<file path="config.mk">
export PLATFORM = sky130hd
export DESIGN_NAME = sact_top
export DESIGN_NICKNAME = d
export VERILOG_FILES = /design/src/hdl/sact_pkg.sv /design/src/hdl/sact_rxclk_gen.sv /design/src/hdl/sact_queue_prio.sv /design/src/hdl/sact_top.sv
export VERILOG_INCLUDE_DIRS = /design/src /design/src/hdl
export SDC_FILE = /design/constraint.sdc
export NUM_CORES = 1
export LEC_CHECK = 0
export BUFFER_PORTS_ARGS = -buffer_cell sky130_fd_sc_hd__buf_4
export CORE_UTILIZATION = 32
export DETAILED_ROUTE_END_ITERATION = 8
export MAX_ROUTING_LAYER = met4
export RECOVER_POWER = 50
export SLEW_MARGIN = 20
export SYNTH_ARGS = -nofsm -noshare
export SYNTH_HDL_FRONTEND = slang
export SYNTH_SLANG_ARGS = --single-unit
export TNS_END_PERCENT = 1
</file>
<file path="constraint.sdc">
create_clock -name sys_clk_i -period 2.35 [get_ports sys_clk_i]
set_clock_uncertainty 0.05 [all_clocks]
set_input_delay 0.3525 -clock sys_clk_i [delete_from_list [all_inputs] [get_ports sys_clk_i]]
set_output_delay 0.3525 -clock sys_clk_i [all_outputs]
set_load 0.02 [all_outputs]
</file>
<file path="src/hdl/sact_map.svh">
// register map and timing constants for the switch advanced control tail
// assumes a 200 MHz system clock and an index-addressed register map
`ifndef SACT_MAP_SVH
`define SACT_MAP_SVH

// register indexes (byte address is four times the index)
`define SACT_IDX_TEST_ONE      8'hbf
`define SACT_IDX_RSVD_CTRL     8'hcf
`define SACT_IDX_TEST_TWO      8'hdf
`define SACT_IDX_P3_MEDIA      8'hef
`define SACT_IDX_TEST_THREE    8'hff
`define SACT_IDX_QUEUE_CTRL    8'hf0
`define SACT_IDX_TOP_RATE      8'hf1

// fixed read values of test registers one and two and the reserved register
`define SACT_RST_TEST_ONE      8'h80
`define SACT_RST_RSVD_CTRL     8'h15
`define SACT_RST_TEST_TWO      8'h0c

// field positions
`define SACT_BIT_FIBER         7
`define SACT_BIT_RXC_INV       4
`define SACT_BIT_PRIO_OK       7
`define SACT_QMODE_HI          1
`define SACT_QMODE_LO          0
`define SACT_RATE_HI           6
`define SACT_RATE_LO           0

// reset values of the writable fields
`define SACT_RST_FIBER         1'b0
`define SACT_RST_RXC_INV       1'b0
`define SACT_RST_RATE          7'h00

// bus geometry
`define SACT_ADDR_W            10
`define SACT_DATA_W            32
`define SACT_REG_W             8

// receive clock timing
`define SACT_CLK_MHZ           200
`define SACT_RXC_SHIFT_NS      10
`define SACT_RXC_SHIFT_CYC     ((`SACT_RXC_SHIFT_NS * `SACT_CLK_MHZ) / 1000)

`endif

</file>
<file path="src/hdl/sact_pkg.sv">
// types shared by the switch advanced control tail
// assumes sact_map.svh supplies the numeric constants
package sact_pkg;

  // egress queue arrangement of a port
  typedef enum logic [1:0] {
    SACT_Q_SINGLE,
    SACT_Q_TWO,
    SACT_Q_FOUR,
    SACT_Q_RSVD
  } sact_qmode_e;

  // bus answer state
  typedef enum logic {
    SACT_BUS_IDLE,
    SACT_BUS_ACK
  } sact_bus_e;

  // configuration that software writes
  typedef struct packed {
    logic        fiber;
    logic        rxc_inv;
    sact_qmode_e qmode;
    logic [6:0]  top_rate;
  } sact_cfg_s;

  // egress priority result
  typedef struct packed {
    logic [1:0] top_queue;
    logic [6:0] top_rate;
    logic       ratio_shaped;
  } sact_prio_s;

  // true when a port mode allows per-priority egress limiting
  function automatic logic sact_multi_queue(input sact_qmode_e m);
    return (m == SACT_Q_TWO) || (m == SACT_Q_FOUR);
  endfunction

  // highest egress queue index for a mode
  function automatic logic [1:0] sact_top_queue(input sact_qmode_e m);
    case (m)
      SACT_Q_FOUR: return 2'h3;
      SACT_Q_TWO:  return 2'h1;
      default:     return 2'h0;
    endcase
  endfunction

endpackage

</file>
<file path="src/hdl/sact_rxclk_gen.sv">
// reduced-mii receive clock generator for port 5
// assumes a 200 MHz clock; output is one quarter of it
`timescale 1ns/1ps
`include "sact_map.svh"

module sact_rxclk_gen
  import sact_pkg::*;
(
  // clock and reset
  input  wire logic sys_clk_i,
  input  wire logic resetn_i,
  input  wire logic ce_i,
  // control
  input  wire logic invert_i,
  // clock out
  output logic      rx_clk_o
);

  localparam int unsigned PHASE_W = 2;

  logic [PHASE_W-1:0] phase_r;   // free running divider
  logic [PHASE_W-1:0] phase_nxt; // next divider value
  logic               rx_clk_r;  // registered clock pin

  assign phase_nxt = phase_r + 2'h1;

  // divider advances every enabled cycle
  always_ff @(posedge sys_clk_i or negedge resetn_i) begin
    if (!resetn_i) begin
      phase_r <= 2'h0;
    end else if (ce_i) begin
      phase_r <= phase_nxt;
    end
  end

  always_ff @(posedge sys_clk_i or negedge resetn_i) begin
    if (!resetn_i) begin
      rx_clk_r <= 1'b0;
    end else if (ce_i) begin
      rx_clk_r <= phase_nxt[PHASE_W-1] ^ invert_i;
    end
  end

  assign rx_clk_o = rx_clk_r;

endmodule // sact_rxclk_gen

</file>
<file path="src/hdl/sact_queue_prio.sv">
// egress queue priority selection for rate limiting
// assumes mode and rate come from the register bank
`timescale 1ns/1ps
`include "sact_map.svh"

module sact_queue_prio
  import sact_pkg::*;
(
  // clock and reset
  input  wire logic        sys_clk_i,
  input  wire logic        resetn_i,
  input  wire logic        ce_i,
  // configuration
  input  wire sact_qmode_e qmode_i,
  input  wire logic [6:0]  rate_i,
  // result
  output sact_prio_s       prio_o
);

  sact_prio_s prio_r; // registered result

  // queue 3 tops in four queues
  always_ff @(posedge sys_clk_i or negedge resetn_i) begin
    if (!resetn_i) begin
      prio_r <= '0;
    end else if (ce_i) begin
      prio_r.top_queue    <= sact_top_queue(qmode_i);
      prio_r.top_rate     <= rate_i;
      prio_r.ratio_shaped <= sact_multi_queue(qmode_i);
    end
  end

  assign prio_o = prio_r;

endmodule // sact_queue_prio

</file>
<file path="src/hdl/sact_top.sv">
// register bank for the switch advanced control tail, avalon-mm slave
// assumes a single 200 MHz clock and a master that holds requests
`timescale 1ns/1ps
`include "sact_map.svh"

module sact_top
  import sact_pkg::*;
#(
  parameter bit HAS_RMII_OPTION = 1'b1
)
(
  // clock, reset and enable
  input  wire logic                    sys_clk_i,
  input  wire logic                    resetn_i,
  input  wire logic                    ce_i,
  // avalon-mm slave
  input  wire logic [`SACT_ADDR_W-1:0] avs_address_i,
  input  wire logic                    avs_read_i,
  input  wire logic                    avs_write_i,
  input  wire logic [`SACT_DATA_W-1:0] avs_writedata_i,
  input  wire logic [3:0]              avs_byteenable_i,
  output logic      [`SACT_DATA_W-1:0] avs_readdata_o,
  output logic                         avs_waitrequest_o,
  // port 5 reduced-mii
  input  wire logic                    port5_switch_reduced_mii_i,
  output logic                         switch_port_rx_clock_out_o,
  // port 3 media
  output logic                         port3_fiber_o,
  // egress priority
  output logic [1:0]                   top_queue_o,
  output logic [6:0]                   top_rate_o,
  output logic                         ratio_shaped_o
);

  localparam int unsigned IDX_W = `SACT_REG_W;

  sact_bus_e                  bus_st_r;     // answer state
  logic                       waitreq_r;    // registered waitrequest
  logic [`SACT_DATA_W-1:0]    rdata_r;      // registered read data
  logic [`SACT_DATA_W-1:0]    rdata_nxt;    // decoded read value
  sact_cfg_s                  cfg_r;        // software configuration, packed view
  logic                       fiber_cfg_r;  // port 3 media field
  logic                       rxc_inv_r;    // rx clock invert field
  sact_qmode_e                qmode_r;      // queue arrangement field
  logic [6:0]                 top_rate_r;   // top queue rate field
  sact_prio_s                 prio_w;       // priority block result
  logic                       fiber_r;      // port 3 media pin
  logic                       rxc_invert;   // effective clock inversion
  logic                       req;          // any request present
  logic                       commit;       // answer edge
  logic                       wr_commit;    // write takes effect
  logic                       lane0;        // low byte written
  logic [IDX_W-1:0]           idx;          // register index
  logic                       aligned;      // word aligned access
  logic [`SACT_REG_W-1:0]     wbyte;        // low write byte

  assign req       = avs_read_i | avs_write_i;
  assign commit    = req & ~waitreq_r;
  assign wr_commit = commit & avs_write_i;
  assign lane0     = avs_byteenable_i[0];
  assign idx       = avs_address_i[`SACT_ADDR_W-1:2];
  assign aligned   = (avs_address_i[1:0] == 2'h0);
  assign wbyte     = avs_writedata_i[`SACT_REG_W-1:0];

  // packed view of the configuration fields, each field has one writer
  assign cfg_r = '{fiber: fiber_cfg_r, rxc_inv: rxc_inv_r, qmode: qmode_r, top_rate: top_rate_r};

  assign rxc_invert = cfg_r.rxc_inv & port5_switch_reduced_mii_i;

  // answer state: one wait cycle, then waitrequest low for one edge
  always_ff @(posedge sys_clk_i or negedge resetn_i) begin
    if (!resetn_i) begin
      bus_st_r <= SACT_BUS_IDLE;
    end else if (ce_i) begin
      unique case (bus_st_r)
        // request seen: answer next cycle
        SACT_BUS_IDLE: begin
          if (req) begin
            bus_st_r <= SACT_BUS_ACK;
          end
        end
        // answer given at this edge
        SACT_BUS_ACK: begin
          bus_st_r <= SACT_BUS_IDLE;
        end
      endcase
    end
  end

  // waitrequest from its own flop, high while idle
  always_ff @(posedge sys_clk_i or negedge resetn_i) begin
    if (!resetn_i) begin
      waitreq_r <= 1'b1;
    end else if (ce_i) begin
      waitreq_r <= !(bus_st_r == SACT_BUS_IDLE && req);
    end
  end

  // read decode, unmapped and reserved bits read zero
  // fixed read values
  always_comb begin
    rdata_nxt = '0;
    if (aligned) begin
      unique case (idx)
        `SACT_IDX_TEST_ONE:   rdata_nxt[`SACT_REG_W-1:0] = `SACT_RST_TEST_ONE;
        `SACT_IDX_RSVD_CTRL:  rdata_nxt[`SACT_REG_W-1:0] = `SACT_RST_RSVD_CTRL;
        `SACT_IDX_TEST_TWO:   rdata_nxt[`SACT_REG_W-1:0] = `SACT_RST_TEST_TWO;
        `SACT_IDX_P3_MEDIA:   rdata_nxt[`SACT_BIT_FIBER] = cfg_r.fiber;
        `SACT_IDX_TEST_THREE: rdata_nxt[`SACT_BIT_RXC_INV] = cfg_r.rxc_inv;
        `SACT_IDX_QUEUE_CTRL: begin
          rdata_nxt[`SACT_QMODE_HI:`SACT_QMODE_LO] = cfg_r.qmode;
          rdata_nxt[`SACT_BIT_PRIO_OK]             = sact_multi_queue(cfg_r.qmode);
        end
        `SACT_IDX_TOP_RATE:   rdata_nxt[`SACT_RATE_HI:`SACT_RATE_LO] = cfg_r.top_rate;
        default:              rdata_nxt = '0;
      endcase
    end
  end

  // read data registered in the wait cycle, stands at the answer edge
  always_ff @(posedge sys_clk_i or negedge resetn_i) begin
    if (!resetn_i) begin
      rdata_r <= '0;
    end else if (ce_i) begin
      if (bus_st_r == SACT_BUS_IDLE && avs_read_i) begin
        rdata_r <= rdata_nxt;
      end
    end
  end

  always_ff @(posedge sys_clk_i or negedge resetn_i) begin
    if (!resetn_i) begin
      fiber_cfg_r <= `SACT_RST_FIBER;
    end else if (ce_i) begin
      if (wr_commit && lane0 && aligned && idx == `SACT_IDX_P3_MEDIA) begin
        fiber_cfg_r <= wbyte[`SACT_BIT_FIBER];
      end
    end
  end

  // bit held zero without reduced-mii option
  always_ff @(posedge sys_clk_i or negedge resetn_i) begin
    if (!resetn_i) begin
      rxc_inv_r <= `SACT_RST_RXC_INV;
    end else if (ce_i) begin
      if (HAS_RMII_OPTION && wr_commit && lane0 && aligned && idx == `SACT_IDX_TEST_THREE) begin
        rxc_inv_r <= wbyte[`SACT_BIT_RXC_INV];
      end
    end
  end

  // queue arrangement and top-queue rate
  // software-set multi queue mode
  always_ff @(posedge sys_clk_i or negedge resetn_i) begin
    if (!resetn_i) begin
      qmode_r    <= SACT_Q_SINGLE;
      top_rate_r <= `SACT_RST_RATE;
    end else if (ce_i) begin
      if (wr_commit && lane0 && aligned && idx == `SACT_IDX_QUEUE_CTRL) begin
        qmode_r <= sact_qmode_e'(wbyte[`SACT_QMODE_HI:`SACT_QMODE_LO]);
      end
      if (wr_commit && lane0 && aligned && idx == `SACT_IDX_TOP_RATE) begin
        top_rate_r <= wbyte[`SACT_RATE_HI:`SACT_RATE_LO];
      end
    end
  end

  // port 3 media pin registered
  always_ff @(posedge sys_clk_i or negedge resetn_i) begin
    if (!resetn_i) begin
      fiber_r <= `SACT_RST_FIBER;
    end else if (ce_i) begin
      fiber_r <= cfg_r.fiber;
    end
  end

  // receive clock generator for port 5
  sact_rxclk_gen u_rxclk (
    .sys_clk_i (sys_clk_i),
    .resetn_i  (resetn_i),
    .ce_i      (ce_i),
    .invert_i  (rxc_invert),
    .rx_clk_o  (switch_port_rx_clock_out_o)
  );

  // egress priority selection
  sact_queue_prio u_prio (
    .sys_clk_i (sys_clk_i),
    .resetn_i  (resetn_i),
    .ce_i      (ce_i),
    .qmode_i   (cfg_r.qmode),
    .rate_i    (cfg_r.top_rate),
    .prio_o    (prio_w)
  );

  // outputs
  assign avs_readdata_o    = rdata_r;
  assign avs_waitrequest_o = waitreq_r;
  assign port3_fiber_o     = fiber_r;
  assign top_queue_o       = prio_w.top_queue;
  assign top_rate_o        = prio_w.top_rate;
  assign ratio_shaped_o    = prio_w.ratio_shaped;

  // assertions on what the bank drives
  localparam int ACK_MAX = 2;

  // read of a fixed register returns its value at the answer edge
  a_test_one_read: assert property (
    @(posedge sys_clk_i) disable iff (!resetn_i)
    (ce_i && avs_read_i && !avs_waitrequest_o && $past(ce_i) && aligned && idx == `SACT_IDX_TEST_ONE)
    |-> (avs_readdata_o == {24'h000000, `SACT_RST_TEST_ONE}))
    else $error("testing register one read wrong value");

  // writes never change the reserved control read value
  a_rsvd_ctrl_fixed: assert property (
    @(posedge sys_clk_i) disable iff (!resetn_i)
    (ce_i && avs_read_i && !avs_waitrequest_o && $past(ce_i) && aligned && idx == `SACT_IDX_RSVD_CTRL)
    |-> (avs_readdata_o[7:0] == `SACT_RST_RSVD_CTRL))
    else $error("reserved control read wrong value");

  // a request is answered within a bounded wait
  a_bus_answers: assert property (
    @(posedge sys_clk_i) disable iff (!resetn_i)
    (ce_i && $rose(avs_read_i | avs_write_i)) ##1 ce_i |-> ##[0:ACK_MAX] !avs_waitrequest_o)
    else $error("waitrequest never released");

  // media write reaches the port 3 pin two cycles later
  a_media_select: assert property (
    @(posedge sys_clk_i) disable iff (!resetn_i)
    (wr_commit && ce_i && lane0 && aligned && idx == `SACT_IDX_P3_MEDIA) ##1 ce_i ##1 ce_i
    |-> (port3_fiber_o == $past(wbyte[`SACT_BIT_FIBER], 2)))
    else $error("port 3 media pin does not follow write");

  // clock output shifted by half a period when inverted
  a_rxc_invert: assert property (
    @(posedge sys_clk_i) disable iff (!resetn_i)
    (ce_i && $past(ce_i) && $stable(rxc_invert) && $past(rxc_invert))
    |-> (switch_port_rx_clock_out_o == !u_rxclk.phase_r[1]))
    else $error("receive clock not inverted");

  // without the option the invert bit stays zero
  a_rxc_reserved: assert property (
    @(posedge sys_clk_i) disable iff (!resetn_i)
    !HAS_RMII_OPTION |-> !cfg_r.rxc_inv)
    else $error("invert bit set on a part without the option");

  // four queues ranks queue 3 highest
  a_four_top_q3: assert property (
    @(posedge sys_clk_i) disable iff (!resetn_i)
    (ce_i && cfg_r.qmode == SACT_Q_FOUR) ##1 ce_i |-> (top_queue_o == 2'h3))
    else $error("queue 3 not highest in four queues mode");

  // top queue gets the exact rate, lower ones ratio shaped
  a_exact_rate: assert property (
    @(posedge sys_clk_i) disable iff (!resetn_i)
    ce_i |=> !ce_i or ((top_rate_o == $past(cfg_r.top_rate))
             && (ratio_shaped_o == sact_multi_queue($past(cfg_r.qmode)))))
    else $error("top queue rate or ratio flag wrong");

  // normal phase follows the divider when not inverted
  a_rxc_normal: assert property (
    @(posedge sys_clk_i) disable iff (!resetn_i)
    (ce_i && $past(ce_i) && $stable(rxc_invert) && !$past(rxc_invert))
    |-> (switch_port_rx_clock_out_o == u_rxclk.phase_r[1]))
    else $error("receive clock phase not normal");

  // waitrequest is low for a single cycle per answer
  a_wait_one_cycle: assert property (
    @(posedge sys_clk_i) disable iff (!resetn_i)
    (ce_i && !avs_waitrequest_o) |=> avs_waitrequest_o)
    else $error("waitrequest low for more than one cycle");

  // clock enable low freezes the pins
  a_ce_freeze: assert property (
    @(posedge sys_clk_i) disable iff (!resetn_i)
    !ce_i |=> ($stable(switch_port_rx_clock_out_o) && $stable(port3_fiber_o)
               && $stable(avs_waitrequest_o) && $stable(top_rate_o)))
    else $error("state changed while clock enable low");

  // only the low byte of read data carries a register
  a_rdata_upper: assert property (
    @(posedge sys_clk_i) disable iff (!resetn_i)
    avs_readdata_o[`SACT_DATA_W-1:`SACT_REG_W] == 24'h000000)
    else $error("read data upper bytes not zero");

  // two queues ranks queue 1 highest
  a_two_top_q1: assert property (
    @(posedge sys_clk_i) disable iff (!resetn_i)
    (ce_i && cfg_r.qmode == SACT_Q_TWO) ##1 ce_i |-> (top_queue_o == 2'h1))
    else $error("queue 1 not highest in two queues mode");

  // main scenarios
  c_media_fiber: cover property (@(posedge sys_clk_i) disable iff (!resetn_i) $rose(port3_fiber_o));
  c_rxc_invert:  cover property (@(posedge sys_clk_i) disable iff (!resetn_i) $rose(rxc_invert));
  c_four_queues: cover property (@(posedge sys_clk_i) disable iff (!resetn_i) top_queue_o == 2'h3);
  c_ce_pause:    cover property (@(posedge sys_clk_i) disable iff (!resetn_i) $fell(ce_i));
  c_back_to_bk:  cover property (@(posedge sys_clk_i) disable iff (!resetn_i)
                                 commit ##1 (req && waitreq_r));

endmodule // sact_top

</file>
==> results.ini, run 1 <==
[setup_path]
ff2ff_setup_slack_ns=0.85
cp-start-kind=input port
critPathLaunch=ce_i
slowest_delay_ns=0.70
cp_top_family=buffers and inverters
cp_slowest_cell=clkbuf_1
crit_path_frequent_cell=clkbuf_1
worstPathRequired_ns=2.47
cp.arrival_ns=1.73
cp-end-kind=register
crit_type=in2reg
crit_chain=clkbuf_1, clkbuf_1, mux2_2
rr_startpoint=bus_st_r$_DFFE_PN0P_
r2r-end=avs_readdata_o[3]$_DFFE_PN0P_
worst-path-buf-inv=2
rr_worst_depth=5
worst-path-stages=3
cp_max_fo=14

[floorplan]
die-height_um=75.1
die-area_mm2=0.00565
rows=26
initial_core_util_pct=33.3
design.core.area_mm2=0.00514
pin_count=97
die_x_um=75.1

[layout]
nets=244
utilization_pct=41.2
fin_cells=262
syn_to_final_growth_pct=23.6
stdcell_area_mm2=0.00212
drive_gt1_share_pct=42.2
n_antenna_cell=0

[power_and_ir_drop]
ir_worst_vdd_mv=0.275
netSwitchingFraction_pct=27.1
power_mw=1.31
p_switching_uw=355
p_seq_share_pct=49.4
p_comb_share_pct=17.1
p_clk_share_pct=33.5
intPower_uw=957
p_per_area_mw_per_mm2=620
p_leak_nw=1.07

[cts]
postCtsSetupBuffers=0
cts_tree=yes
cts_buffers=5
cts.sinks=34
insertion_delay_ns=0.28
cts.reportedPaths.clkPinSlew_ns=0.07
cts_buffer_depth=2
cts_root_buffer=clkbuf_8
h-tree-depth=2
cts_resized=0

[timing]
finalCriticalPeriod_ns=1.61
hold_slack_ns=0.250
clock.fmax_mhz=621
setup_ws_ns=0.739
rsz0062_at_grt=no
final_max_slew_viol_count=0
setup_viol=0
finalCritPeriodShare_pct=68.6
hold_viol_final=0
fin_setup_tns_ns=0
relSlewSlack_pct=42.4
worst_pin_slew_ns=0.864

[synth]
synth_fa_ha_area_share_pct=0.731
synth-simple-area-share_pct=12.2
synth.top_cells.by_count=dfrtp_1, buf_4, mux2_2
synth_compound_area_share_pct=6.87
synthXorXnorAreaFrac_pct=2.05
async_flop_share_pct=100
synth_top_family_by_area=multiplexers
synth-seq-area-share_pct=49.8
synth_area_leaders=dfrtp_1, mux2_2, buf_4, nand2_1, nand3b_1
ys_seq_elements=34
syn_inst=143
yosysMostFrequentCell=dfrtp_1
ys_types=39
synth.area.mux_share_pct=15.2
yosysTopAreaCell=dfrtp_1
synth_warnings=0
synth_area_mm2=0.00171
ys.flop_type=dfrtp_1
synth_edf_count=0
avgSynthCellArea_um2=12.0
synth_top_area_share_pct=48.2

[worst_hold_path]
hold_end=top_rate_r[2]$_DFFE_PN0P_
holdCritStartpoint=avs_writedata_i[2]
hold_path_depth=2
min-delay-path-class=in2reg

[detailed_routing]
totalWireLength_mm=3.35
drc=0
routedWlPerCell_um=12.8
viasPerCell=4.33
detail-route-antenna-nets=0
dr.pass1.iters=4
vias=1134
drtIter0Drc=57

[global_routing]
overflow=0
antenna_found_initial=0
grt_max_degree=35
grt_pass1_vias=1082
track_usage_pct=13.9
grt_pass1_wl_mm=5.40

[place]
dpl.hpwl_mm=2.44
gp_routability_congestion=0.733
port_buffers=45
place_inst=253
pre_cts_slack_ns=0.496
placed_cell_area_mm2=0.00202

[flow_run]
max_cap_viol_count=0

[run_status]
status=finished, final reports clean

-- logic make-up after synthesis --
kind of cell	count (synthesis)
other	1
and+or+nand+nor	32
AOI/OAI and AO/OA	16
xor gates and xnor gates	4
DFF	34
adders and majority gates	1
muxes	23
buffers and inverters	32
-- power groups by stage --
stage | Clock [mW] | Sequential [mW] | Combinational, mW
after floorplan | 0 | 0.672 | 0.158
after global placement | 0 | 0.659 | 0.225
after detailed placement | 0 | 0.659 | 0.226
after CTS | 0.455 | 0.649 | 0.229
after global routing | 0.490 | 0.654 | 0.250
final | 0.439 | 0.648 | 0.224
-- layer usage --
metal  vias to the layer above  wire [µm]  GRT usage [%]
met1                       548       1560           17.9
met2                        39       1590           20.6
met5                         -          0              -
met4                         0         17           4.94
li1                        545          -              -
met3                         2        179           4.55
-- layout by cell type, fill, tap and decap left out, drive strengths merged, types with 2 or more instances in the layout --
cell and instances:
clkbuf 10, xnor2 2, mux2i 2, mux2 21
nand3 2, nand2 9, nand4b 2, dfrtp 33
xor2 2, a221o 2, nor4 2, a22o 3
nand4 2, a21oi 2, nor2 5, buf 44
nand3b 4, nand2b 2, o21ai 3, conb 24
inv 2
-- registers in the layout (all words and copies together) (netlist names) --
signal             cells
bus_st_r               1
fiber_cfg_r            1
qmode_r                2
u_rxclk.phase_r        2
u_prio.prio_o          9
avs_waitrequest_o      1
avs_readdata_o         8
u_rxclk.rx_clk_o       1
rxc_inv_r              1
top_rate_r             7
port3_fiber_o          1
-- cell type report --
cell class / count / area (µm²)
Multi-Input combinational cell: 100 / 724
Inverter: 2 / 7.51
Sequential cell: 34 / 852
Tap cell: 70 / 87.6
Fill cell: 526 / 3020
Clock inverter: 1 / 5.00
Clock buffer: 7 / 86.3
Timing Repair Buffer: 48 / 353
-- worst max path at each step --
stage / to / slack (ns)
after CTS: avs_readdata_o[3]$_DFFE_PN0P_ / 0.79
final: port3_fiber_o$_DFFE_PN0P_ / 0.74
after floorplan: top_rate_r[6]$_DFFE_PN0P_ / 0.81
after global placement: avs_readdata_o[3]$_DFFE_PN0P_ / 0.50
after global routing: u_rxclk.rx_clk_o$_DFFE_PN0P_ / 0.67
after detailed placement: avs_readdata_o[3]$_DFFE_PN0P_ / 0.50
-- repair_timing --
action                     in CTS  in global routing
hold endpoints to repair       33                  0
setup endpoints to repair       0                  0
hold buffers                    1                  0
No activity file was read; power rests on OpenSTA's default activity.
==> run 2: changes to the inputs <==
==> constraint.sdc (replaced) <==
create_clock -name sys_clk_i -period 1.68 [get_ports sys_clk_i]
set_clock_uncertainty 0.05 [all_clocks]
set_input_delay 0.252 -clock sys_clk_i [delete_from_list [all_inputs] [get_ports sys_clk_i]]
set_output_delay 0.252 -clock sys_clk_i [all_outputs]
set_load 0.02 [all_outputs]
==> run 2 against run 1 <==
Largest power group unchanged. Flip-flop and latch count unchanged. Count of clock-buffer cells in the layout decreased by 2. Worst hold slack lost 0.11 ns. First-iteration DRC count grew 3.5%. Global-route usage grew 0.23 points. Utilization up 0.63 points. Cell count is 0.76% higher. Largest cell class unchanged. Clock power rose by 70%. Die area did not move.
==> results.ini, run 2 (synthesized netlist as in run 1, its figures left out) <==
[run_status]
status=finished, final reports clean

[floorplan]
design.core.area_mm2=0.00514
initial_core_util_pct=33.3
die_x_um=75.1
pin_count=97
die-height_um=75.1
rows=26
die-area_mm2=0.00565

[place]
dpl.hpwl_mm=2.51
port_buffers=45
place_inst=255
gp_routability_congestion=0.724

[detailed_routing]
totalWireLength_mm=3.45
vias=1171
dr.pass1.iters=4
drtIter0Drc=59
viasPerCell=4.44
detail-route-antenna-nets=0
routedWlPerCell_um=13.1
drc=0

[layout]
drive_gt1_share_pct=43.3
layout_commonest_cell=buf_4
syn_to_final_growth_pct=25.5
num-fill-cells=510
fin_cells=264
largest_reg_flops=9
n_antenna_cell=0
final_cell_mix=buf_4, dfrtp_1, conb_1
nets=246

[setup_path]
cp.arrival_ns=1.62
worstPathRequired_ns=1.81
cp-end-kind=register
cp-start-kind=register
cp_max_fo=7
crit_type=reg2reg
rr_worst_depth=4

[power_and_ir_drop]
ir_worst_vdd_mv=0.472
p_leak_nw=1.09
p_per_area_mw_per_mm2=916

[timing]
rsz0062_at_grt=no
finalCritPeriodShare_pct=88.5
worst_pin_slew_ns=0.829
fin_setup_tns_ns=0
setup_viol=0
clock.fmax_mhz=673
finalCriticalPeriod_ns=1.49
final_max_slew_viol_count=0
hold_viol_final=0
relSlewSlack_pct=44.7

[cts]
cts.reportedPaths.clkPinSlew_ns=0.08
cts.sinks=34
insertion_delay_ns=0.29
cts_resized=0
cts_tree=yes
h-tree-depth=2
cts_buffer_depth=2
cts_buffers=5
cts_root_buffer=clkbuf_8

[worst_hold_path]
min-delay-path-class=in2reg
hold_path_depth=2

[global_routing]
antenna_found_initial=0
overflow=0
grt_pass1_vias=1164
grt_pass1_wl_mm=5.54
grt_max_degree=35
track_usage_pct=14.2

[flow_run]
max_cap_viol_count=0

run 2: cell types whose count changed in the layout (fill, tap and decap cells not counted):
cell / delta
clkbuf_1: -1
buf_4: +2
clkinv_2: +1
clkbuf_8: -1
bufinv_16: +1
run 2: area by class of cell:
class                   count  area (µm²)  share of cell area [%]
flip-flops and latches     34         852                    39.7
well taps                  70        87.6                    4.08
clock inverters             3        40.0                    1.86
repair buffers             50         368                    17.1
inverters                   2        7.51                   0.349
clock buffers               5        68.8                    3.20
multi-input cells         100         724                    33.7
run 2: where the power goes:
| part | switching (mW) | internal, mW | total [mW] |
|---|---|---|---|
| registers | 0.0384 | 0.870 | 0.908 |
| logic | 0.175 | 0.139 | 0.315 |
| clock network | 0.308 | 0.437 | 0.745 |
run 2: layer usage:
metal,part of all wire (%),up-vias,wire length [µm],track usage (%)
li1,-,552,-,-
met4,2.1,0,73,8.02
met3,6.5,8,223,3.61
met5,0,-,0,-
met2,48,54,1640,21.3
met1,44,557,1510,17.3
run 2: stage by stage:
step           util (%)  setup WS (ns)  instance area (µm²)  hold WS (ns)  power [mW]
3_5_place_dp       39.7         0.0348                 2040         0.178        1.24
2_1_floorplan         -          0.245                 1800       -0.0936        1.16
5_1_grt            41.8          0.123                 2150         0.135        2.06
3_3_place_gp       39.7         0.0481                 2040         0.180        1.24
4_1_cts            42.0          0.187                 2160         0.131        2.00
6_report           41.8          0.194                 2150         0.138        1.97
run 2: path summary, 6_finish.rpt:
path	from	end	slack (ns)
worst max-delay path	avs_waitrequest_o$_DFFE_PN1P_	top_rate_r[6]$_DFFE_PN0P_	0.19
worst min-delay path	avs_writedata_i[2]	top_rate_r[2]$_DFFE_PN0P_	0.14
worst max register to register	avs_waitrequest_o$_DFFE_PN1P_	top_rate_r[6]$_DFFE_PN0P_	0.19
worst min register to register	avs_readdata_o[1]$_DFFE_PN0P_	avs_readdata_o[1]$_DFFE_PN0P_	0.43
max in group asynchronous	resetn_i	fiber_cfg_r$_DFFE_PN0P_	0.52
min in group asynchronous	resetn_i	avs_readdata_o[2]$_DFFE_PN0P_	0.54
run 2: worst max-delay path: stages (launching register included):
cell and delay (ns):
dfstp_2 0.38, nand4b_1 0.19, nor2_2 0.24, nand3_4 0.18, mux2_4 0.34
run 2: what timing repair did:
action                    in CTS  in global routing
hold buffers                   1                  0
buffers inserted               0                  0
hold endpoints to repair      33                  0
